==> src/tssd_pkg.sv <==
// package of constants and types for the trigger sequencer step decoder
// Contract
// - control 0010 disables, 0110 enables step delay
// - control 1000/1001 run timer, wait for limit
// - control 1011 waits software trigger rising edge
// - control 1100-1110 copy counter/literal into channel select
// - control 1111 fires all broadcast-enabled triggers
// - add 0000-0101 adds adjust to limit registers
// - copy 1000-1101 loads hold into limit registers
// - reserved commands or options act as nop
// - wait 0000-0100 select pwm event inputs
// - wait 0111-1111 select compare, capture, comparator, converter, irq
// - irq 0000-0011 raise interrupts; rest reserved
package tssd_pkg;
	localparam int DW = 16;
	localparam logic [3:0] CMD_CTRL = 4'h0;
	localparam logic [3:0] CMD_ADD = 4'h1;
	localparam logic [3:0] CMD_COPY = 4'h2;
	localparam logic [3:0] CMD_WHI = 4'h3;
	localparam logic [3:0] CMD_WLO = 4'h4;
	localparam logic [3:0] CMD_IRQ = 4'h5;
	localparam logic [3:0] CMD_TRIG = 4'h6;
	localparam logic [3:0] CMD_TRIG2 = 4'h7;
	localparam logic [3:0] OPT_SD_OFF = 4'h2;
	localparam logic [3:0] OPT_SD_ON = 4'h6;
	localparam logic [3:0] OPT_T0 = 4'h8;
	localparam logic [3:0] OPT_T1 = 4'h9;
	localparam logic [3:0] OPT_SWT = 4'hb;
	localparam logic [3:0] OPT_CH_C0 = 4'hc;
	localparam logic [3:0] OPT_CH_C1 = 4'hd;
	localparam logic [3:0] OPT_CH_L0 = 4'he;
	localparam logic [3:0] OPT_BCAST = 4'hf;
	localparam logic [3:0] OPT_ADD_LAST = 4'h5;
	localparam logic [3:0] OPT_COPY_FIRST = 4'h8;
	localparam logic [3:0] OPT_COPY_LAST = 4'hd;
	localparam logic [3:0] OPT_IRQ_LAST = 4'h3;
	localparam logic [3:0] OPT_WAIT_RSV0 = 4'h5;
	localparam logic [3:0] OPT_WAIT_RSV1 = 4'h6;
	// limit slot indices
	localparam logic [2:0] SLOT_C0 = 3'h0;
	localparam logic [2:0] SLOT_C1 = 3'h1;
	localparam logic [2:0] SLOT_T0 = 3'h2;
	localparam logic [2:0] SLOT_T1 = 3'h3;
	localparam logic [2:0] SLOT_SD = 3'h4;
	localparam logic [2:0] SLOT_L0 = 3'h5;
	localparam int NSLOT = 6;
	// wishbone register byte addresses
	localparam logic [7:0] A_STEP = 8'h00;
	localparam logic [7:0] A_ADJ = 8'h04;
	localparam logic [7:0] A_HOLD = 8'h08;
	localparam logic [7:0] A_C0 = 8'h0c;
	localparam logic [7:0] A_C1 = 8'h10;
	localparam logic [7:0] A_BTE = 8'h14;
	localparam logic [7:0] A_SWT = 8'h18;
	localparam logic [7:0] A_STAT = 8'h1c;
	localparam logic [7:0] A_IST = 8'h20;
	localparam logic [7:0] A_IMASK = 8'h24;
	localparam logic [7:0] A_CHSEL = 8'h28;
	localparam logic [7:0] A_LIM0 = 8'h40;
	localparam int ST_BUSY = 0;
	localparam int ST_SDEN = 1;
	localparam int IRQ_W = 5;
	localparam int IRQ_DONE = 4;
	typedef enum logic [3:0] {
		TSSD_IDLE = 4'b0001,
		TSSD_TIMER = 4'b0010,
		TSSD_SWT = 4'b0100,
		TSSD_WAIT = 4'b1000
	} tssd_state_t;
endpackage

==> src/tssd_top.sv <==
// step option decoder and executor with wishbone register access
`timescale 1ns/100ps
module tssd_top (
	// system
	input wire logic clk_i,
	input wire logic rst_i,
	// wishbone slave
	input wire logic cyc_i,
	input wire logic stb_i,
	input wire logic we_i,
	input wire logic [7:0] adr_i,
	input wire logic [3:0] sel_i,
	input wire logic [31:0] dat_i,
	output logic [31:0] dat_o,
	output logic ack_o,
	// peripheral event inputs, asynchronous
	input wire logic [15:0] event_in_i,
	// results
	output logic [tssd_pkg::DW-1:0] chan_sel_o,
	output logic [31:0] trig_out_o,
	output logic [3:0] seq_irq_o,
	output logic irq_o
);
	import tssd_pkg::*;

	logic [15:0] ev_meta;
	logic [15:0] ev_sync;
	logic [DW-1:0] adj_reg;
	logic [DW-1:0] hold_reg;
	logic [DW-1:0] cnt0;
	logic [DW-1:0] cnt1;
	logic [31:0] bte_reg;
	logic swt_bit;
	logic swt_prev;
	logic [DW-1:0] lim [NSLOT];
	logic [DW-1:0] tmr;
	logic sd_en;
	logic [IRQ_W-1:0] ist;
	logic [IRQ_W-1:0] imask;
	tssd_state_t state;
	logic [3:0] wopt;
	logic wlvl;
	logic step_go;
	logic [7:0] step_word;
	logic done_pulse;
	logic wb_hit;
	logic wr;
	logic rd;

	function automatic logic [DW-1:0] wmerge(input logic [DW-1:0] old, input logic [31:0] d, input logic [3:0] s);
		logic [DW-1:0] r;
		r = old;
		if (s[0]) r[7:0] = d[7:0];
		if (s[1]) r[15:8] = d[15:8];
		return r;
	endfunction

	wire logic [3:0] cmd = step_word[7:4];
	wire logic [3:0] opt = step_word[3:0];
	wire logic [4:0] topt = step_word[4:0];
	assign wb_hit = cyc_i && stb_i && !ack_o;
	assign wr = wb_hit && we_i;
	assign rd = wb_hit && !we_i;

	// bus writes to the step register launch a step only while idle
	always_ff @(posedge clk_i) begin
		if (rst_i) begin
			step_go <= 1'b0;
			step_word <= 8'h00;
		end else begin
			step_go <= wr && adr_i == A_STEP && sel_i[0] && state == TSSD_IDLE;
			if (wr && adr_i == A_STEP && sel_i[0] && state == TSSD_IDLE) step_word <= dat_i[7:0];
		end
	end

	always_ff @(posedge clk_i) begin
		if (rst_i) begin
			ev_meta <= 16'h0000;
			ev_sync <= 16'h0000;
		end else begin
			ev_meta <= event_in_i;
			ev_sync <= ev_meta;
		end
	end

	always_ff @(posedge clk_i) begin
		if (rst_i) begin
			adj_reg <= '0;
			hold_reg <= '0;
			cnt0 <= '0;
			cnt1 <= '0;
			bte_reg <= 32'h0000_0000;
			swt_bit <= 1'b0;
			imask <= '0;
		end else if (wr) begin
			case (adr_i)
				A_ADJ: adj_reg <= wmerge(adj_reg, dat_i, sel_i);
				A_HOLD: hold_reg <= wmerge(hold_reg, dat_i, sel_i);
				A_C0: cnt0 <= wmerge(cnt0, dat_i, sel_i);
				A_C1: cnt1 <= wmerge(cnt1, dat_i, sel_i);
				A_BTE: bte_reg <= dat_i;
				A_SWT: if (sel_i[0]) swt_bit <= dat_i[0];
				A_IMASK: if (sel_i[0]) imask <= dat_i[IRQ_W-1:0];
				default: ;
			endcase
		end
	end

	// limit registers: step arithmetic wins over a bus write in the same cycle
	always_ff @(posedge clk_i) begin
		if (rst_i) begin
			for (int i = 0; i < NSLOT; i++) lim[i] <= '0;
		end else if (step_go && cmd == CMD_ADD && opt <= OPT_ADD_LAST) begin
			lim[opt[2:0]] <= lim[opt[2:0]] + adj_reg;
		end else if (step_go && cmd == CMD_COPY && opt >= OPT_COPY_FIRST && opt <= OPT_COPY_LAST) begin
			lim[3'(opt - OPT_COPY_FIRST)] <= hold_reg;
		end else if (wr) begin
			for (int i = 0; i < NSLOT; i++)
				if (adr_i == A_LIM0 + 8'(4 * i)) lim[i] <= wmerge(lim[i], dat_i, sel_i);
		end
	end

	always_ff @(posedge clk_i) begin
		if (rst_i) sd_en <= 1'b0;
		else if (step_go && cmd == CMD_CTRL && opt == OPT_SD_OFF) sd_en <= 1'b0;
		else if (step_go && cmd == CMD_CTRL && opt == OPT_SD_ON) sd_en <= 1'b1;
	end

	always_ff @(posedge clk_i) begin
		if (rst_i) chan_sel_o <= '0;
		else if (step_go && cmd == CMD_CTRL) begin
			case (opt)
				OPT_CH_C0: chan_sel_o <= cnt0;
				OPT_CH_C1: chan_sel_o <= cnt1;
				OPT_CH_L0: chan_sel_o <= lim[SLOT_L0];
				default: ;
			endcase
		end
	end

	// trigger and sequencer interrupt outputs are single-cycle pulses
	always_ff @(posedge clk_i) begin
		if (rst_i) begin
			trig_out_o <= 32'h0000_0000;
			seq_irq_o <= 4'h0;
		end else begin
			trig_out_o <= 32'h0000_0000;
			seq_irq_o <= 4'h0;
			if (step_go && cmd == CMD_CTRL && opt == OPT_BCAST) trig_out_o <= bte_reg;
			if (step_go && (cmd == CMD_TRIG || cmd == CMD_TRIG2)) trig_out_o <= 32'h1 << topt;
			if (step_go && cmd == CMD_IRQ && opt <= OPT_IRQ_LAST) seq_irq_o <= 4'h1 << opt[1:0];
		end
	end

	// wait sequencing; reserved wait options fall straight through as nop
	always_ff @(posedge clk_i) begin
		if (rst_i) begin
			state <= TSSD_IDLE;
			tmr <= '0;
			wopt <= 4'h0;
			wlvl <= 1'b0;
			swt_prev <= 1'b0;
			done_pulse <= 1'b0;
		end else begin
			done_pulse <= 1'b0;
			swt_prev <= swt_bit;
			case (state)
				TSSD_IDLE: begin
					tmr <= '0;
					if (step_go) begin
						done_pulse <= 1'b1;
						if (cmd == CMD_CTRL && (opt == OPT_T0 || opt == OPT_T1)) begin
							state <= TSSD_TIMER;
							wopt <= opt;
							done_pulse <= 1'b0;
						end else if (cmd == CMD_CTRL && opt == OPT_SWT) begin
							state <= TSSD_SWT;
							done_pulse <= 1'b0;
						end else if ((cmd == CMD_WHI || cmd == CMD_WLO) && opt != OPT_WAIT_RSV0 && opt != OPT_WAIT_RSV1) begin
							state <= TSSD_WAIT;
							wopt <= opt;
							wlvl <= cmd == CMD_WHI;
							done_pulse <= 1'b0;
						end
					end
				end
				TSSD_TIMER: begin
					tmr <= tmr + 1'b1;
					if (tmr == lim[wopt == OPT_T0 ? SLOT_T0 : SLOT_T1]) begin
						state <= TSSD_IDLE;
						done_pulse <= 1'b1;
					end
				end
				TSSD_SWT: if (swt_bit && !swt_prev) begin
					state <= TSSD_IDLE;
					done_pulse <= 1'b1;
				end
				TSSD_WAIT: if (ev_sync[wopt] == wlvl) begin
					state <= TSSD_IDLE;
					done_pulse <= 1'b1;
				end
				default: state <= TSSD_IDLE;
			endcase
		end
	end

	// sticky status: set wins over read-clear
	always_ff @(posedge clk_i) begin
		if (rst_i) ist <= '0;
		else ist <= ((rd && adr_i == A_IST) ? '0 : ist) | {done_pulse, seq_irq_o};
	end

	always_ff @(posedge clk_i) begin
		if (rst_i) irq_o <= 1'b0;
		else irq_o <= |(((rd && adr_i == A_IST) ? '0 : ist) & imask) || |({done_pulse, seq_irq_o} & imask);
	end

	always_ff @(posedge clk_i) begin
		if (rst_i) begin
			ack_o <= 1'b0;
			dat_o <= 32'h0000_0000;
		end else begin
			ack_o <= wb_hit;
			dat_o <= 32'h0000_0000;
			if (rd) begin
				case (adr_i)
					A_STEP: dat_o <= {24'h0, step_word};
					A_ADJ: dat_o <= {16'h0, adj_reg};
					A_HOLD: dat_o <= {16'h0, hold_reg};
					A_C0: dat_o <= {16'h0, cnt0};
					A_C1: dat_o <= {16'h0, cnt1};
					A_BTE: dat_o <= bte_reg;
					A_SWT: dat_o <= {31'h0, swt_bit};
					A_STAT: dat_o <= {30'h0, sd_en, state != TSSD_IDLE};
					A_IST: dat_o <= {27'h0, ist};
					A_IMASK: dat_o <= {27'h0, imask};
					A_CHSEL: dat_o <= {16'h0, chan_sel_o};
					default: begin
						for (int i = 0; i < NSLOT; i++)
							if (adr_i == A_LIM0 + 8'(4 * i)) dat_o <= {16'h0, lim[i]};
					end
				endcase
			end
		end
	end
endmodule

==> config.mk <==
export PLATFORM = sky130hd
export DESIGN_NAME = tssd_top
export DESIGN_NICKNAME = d
export VERILOG_FILES = /design/src/tssd_pkg.sv /design/src/tssd_top.sv
export SDC_FILE = /design/constraint.sdc
export NUM_CORES = 1
export LEC_CHECK = 0
export CORE_MARGIN = 5
export CORE_UTILIZATION = 60
export DETAILED_ROUTE_END_ITERATION = 8
export DONT_BUFFER_PORTS = 1
export GPL_ROUTABILITY_DRIVEN = 0
export PLACE_DENSITY = 0.76
export SYNTH_ARGS = -nofsm -noshare
export SYNTH_HDL_FRONTEND = slang
export SYNTH_SLANG_ARGS = --single-unit
==> constraint.sdc <==
create_clock -name clk_i -period 9.6 [get_ports clk_i]
set_input_delay 1.92 -clock clk_i [delete_from_list [all_inputs] [get_ports clk_i]]
set_output_delay 1.92 -clock clk_i [all_outputs]
set_load 0.05 [all_outputs]
=== Word level (Yosys, flattened, before mapping) ===
Memory sizes are Yosys's and may differ from the RTL's. A register that Yosys moved wholly into a read port is not among the register bits.
Cells that the tools add are included.

* Register bits after elaboration: 262
* RAM bits: 96
* Input bits: 65
* Output and inout bits: 86
* Logic and storage cells: 325
* Memories kept: 1

* Add/subtract/negate cells: 3
* Order comparisons: 5
* Eq/ne operators: 48
* Shifts and indexed selects: 2
* Mux-type cells: 165
* Bitwise logic cells: 13
* Reductions and logical operators: 59

{| class="wikitable"
|+ Memories
! name !! words !! bits a word !! read ports !! clocked after memory_dff !! wr ports !! line !! source
|-
| lim || 6 || 16 || 8 || 1 || 6 || tssd_top.sv:35 || <nowiki>logic [DW-1:0] lim [NSLOT];</nowiki>
|}

{| class="wikitable"
|+ Operators with widths
! cell !! number
|-
| 2-to-1 mux 8 bit || 72
|-
| case mux 32 bit (11 select lines) || 1
|-
| 2-to-1 mux 32 bit || 7
|-
| 2-to-1 mux 16 bit || 9
|-
| 2-to-1 mux 1 bit || 56
|-
| == test 8 x 7 -> 1 bit, second input constant || 6
|-
| case mux 16 bit (3 select lines) || 1
|-
| 2-to-1 mux 4 bit || 10
|-
| == test 4 bit, second input constant || 9
|-
| == test 8 x 5 -> 1 bit, second input constant || 4
|-
| case mux 16 bit (2 select lines) || 1
|-
| OR reduction 16 bit || 2
|-
| << shifter 1 x 5 -> 32 bit, first input constant || 1
|-
| AND reduction 3 bit || 10
|-
| logical AND 1 bit || 25
|-
| == test 4 x 3 -> 1 bit, second input constant || 6
|-
| == test 8 x 6 -> 1 bit, second input constant || 3
|-
| adder 16 x 1 -> 16 bit, second input constant || 1
|-
| adder 16 bit || 1
|-
| == test 16 bit || 1
|-
| == test 4 x 2 -> 1 bit, second input constant || 4
|-
| == test 8 x 4 -> 1 bit, second input constant || 2
|-
| case mux 4 bit (4 select lines) || 1
|-
| 2-to-1 mux 3 bit || 4
|-
| 31 further kinds || 58
|}

=== Longest topological paths before layout ===
* Depth in word-level cells: 11
* Depth in mapped cells: 15
* Depth with buffers taken out: 13

=== Least setup slack after synthesis ===
OpenSTA, ideal clock, no wires.

* Path type: register to register
* From: register (tool-made name)
* To: memory lim[1][12], data pin
* Library setup time: 0.132 ns
* Data arrival time: 4.158 ns
* Required time: 9.468 ns
* Setup slack: 5.309 ns
* Stages on the path, launching flop included: 16
* Path buffers: 2
* Period minus slack after synthesis: 4.291 ns
* Cells stage by stage: dfxtp_1 -> clkbuf_1 -> buf_1 -> mux4_2 -> mux2_2 -> ha_1 -> inv_1 -> fa_1 -> nor2b_1 -> o31a_1 -> o41a_1 -> a311oi_1 -> o21ai_0 -> xnor2_1 -> a21oi_1 -> a22o_1

{| class="wikitable"
|+ RTL lines
! what !! line
|-
| end, declared || tssd_top.sv:35
|}

==> metrics.yaml <==
grt_pass1_wl_mm: 91.2
fin_skew_ns: 0.0169
met3_length_mm: 8.82
cts_resized: 0
fin_util_pct: 66.6
htree_levels: 2
timing.fmax_mhz: 200
syn_area_mm2: 0.0180
dpl-instance-area_mm2: 0.0184
max-slew-margin-rel_pct: 13.9
clk_latency_ns: 0.54
wire_per_inst_um: 27.1
end_kind: "register"
ys.warnings.count: 0
cap_violations: 0
dp_hpwl_mm: 40.9
clk_pin_slew_ns: 0.06
layout_commonest_cell: "nand2_1"
antenna_found_initial: 0
met2_length_mm: 27.1
cts_buffers: 40
die_h_um: 183
min_period_over_period_pct: 52.0
io_pins: 151
stdcell_area_mm2: 0.0197
die_area_mm2: 0.0336
synth-async-reset-ratio_pct: 0
hold_buffers: 0
postCtsSetupBuffers: 0
setup_viol: 0
rsz0062_at_grt: "false"
yosysUniqueCellTypes: 68
synth_seq_cells: 393
min_path_type: "register to register"
drive_gt1_share_pct: 9.39
top_layer_used: "met4"
start_kind: "register"
cts_root_buf: "clkbuf_16"
slew_viol_final: 0
fillers: 2297
via_per_inst: 7.06
syn_to_final_growth_pct: 9.53
initial_core_util_pct: 60.8
synthCells: 1868
peakVddDrop_v: 0.000170
wl_mm: 61.5
layout_common_cells: "nand2_1, dfxtp_1, a21oi_1"
finalSetupTns_ns: 0
tightest_slew_ns: 1.29
cp_data_arrival_time_ns: 5.39
outcome: "complete, no violations"
vias: 16000
power_density_mw_per_mm2: 173
cts_buffer_depth: 3
grt_pass1_vias: 15200
drtIter0Drc: 2653
nets: 1924
clock_sinks: 393
yosysSeqAreaShare_pct: 50.8
synth_edf_count: 128
grt_max_degree: 240
io_buffers: 0
drc: 0
n_antenna_cell: 0
std_cell_rows: 63
post-route-min-period_ns: 5.00
postRouteAntennaNets: 0
worstSetupPathType: "register to register"
top_register: "lim"
grt_usage_pct: 35.2
gr-total-overflow: 0
met1_length_mm: 21.7
power.leakage_nw: 6.64
syn_avg_cell_area_um2: 9.65
cts_tree: "done"
die_width_um: 183
crit_required_ns: 9.99
core_area_mm2: 0.0296
synth_flop_cell: "dfxtp_1"
hold_violations: 0
cp_max_fo: 32
largest_register_ffs: 128
drt_pass1_iterations: 6
[layout make-up]
| cell class | count | area [um^2] | share of cell area [%] |
|---|---|---|---|
| Inverter | 31 | 116 | 0.590 |
| Clock inverter | 11 | 86.3 | 0.437 |
| Tap cell | 390 | 488 | 2.47 |
| Clock buffer | 63 | 1260 | 6.36 |
| Multi-Input combinational cell | 1344 | 8400 | 42.6 |
| Sequential cell | 393 | 9150 | 46.4 |
| Timing Repair Buffer | 32 | 240 | 1.22 |
[cell usage after synthesis (18+ instances only)]
master / instances / area (um^2)
a31oi_1: 26 / 163
clkbuf_1: 117 / 439
dfxtp_1: 265 / 5310
o21ai_0: 80 / 400
a221oi_1: 41 / 359
a22oi_1: 59 / 443
mux2i_1: 18 / 180
and2_1: 22 / 138
a22o_1: 83 / 727
nor2b_1: 47 / 294
mux4_2: 32 / 721
nand3_1: 95 / 475
edfxtp_1: 128 / 3840
nand2_1: 278 / 1040
a21oi_1: 150 / 751
nor2_1: 160 / 601
inv_1: 31 / 116
a311oi_1: 19 / 166
[final timing paths]
kind,startpoint,to,slack (ns),cells past startpoint
setup / recovery,register,lim[5][12],4.60,14
hold / removal,ev_meta[4],ev_sync[4],0.43,1
setup reg to reg,register,lim[5][12],4.60,14
hold reg to reg,ev_meta[4],ev_sync[4],0.43,1
[power breakdown]
group / leakage [nW] / internal, mW / switching [mW]
logic: 2.51 / 0.0255 / 0.0448
clock network: 0.670 / 0.928 / 0.651
registers: 3.46 / 1.74 / 0.0181
total: 6.64 / 2.70 / 0.714
[metrics by stage]
step	total power, mW	std cells	setup WS, ns	hold WS (ns)
finish	3.41	2264	4.60	0.429
global route	3.49	2264	4.46	0.455
CTS	3.41	2264	4.69	0.428
detailed placement	1.86	2190	4.54	0.420
global placement	1.86	2190	4.57	0.419
floorplan	1.85	1899	5.31	0.414
[layer usage]
metal,global-route usage [%],vias to the layer above
li1,-,6807
met1,44.8,7557
met2,54.3,1325
met3,10.8,292
met4,18.7,0
met5,0,-
[worst max-delay path, stage by stage (launching register included)]
cell and delay [ns]:
dfxtp_2 0.31, buf_4 0.57, mux4_2 0.62, mux2_2 0.29
ha_1 0.25, inv_1 0.10, fa_1 0.19, nor2b_1 0.07
o31a_1 0.28, o41a_1 0.43, a311oi_1 0.47, o21ai_0 0.20
xnor2_1 0.16, a21oi_1 0.61, a22o_1 0.27
[kinds of logic after synthesis]
kind of cell / share of synthesized area (%)
AOI/OAI and AO/OA: 19.5
xor gates and xnor gates: 1.12
adders and majority gates: 1.22
buffers and inverters: 3.53
DFF: 50.8
muxes: 6.71
other: 0.0208
and+or+nand+nor: 17.1
Power figures use the tool's default switching activity.
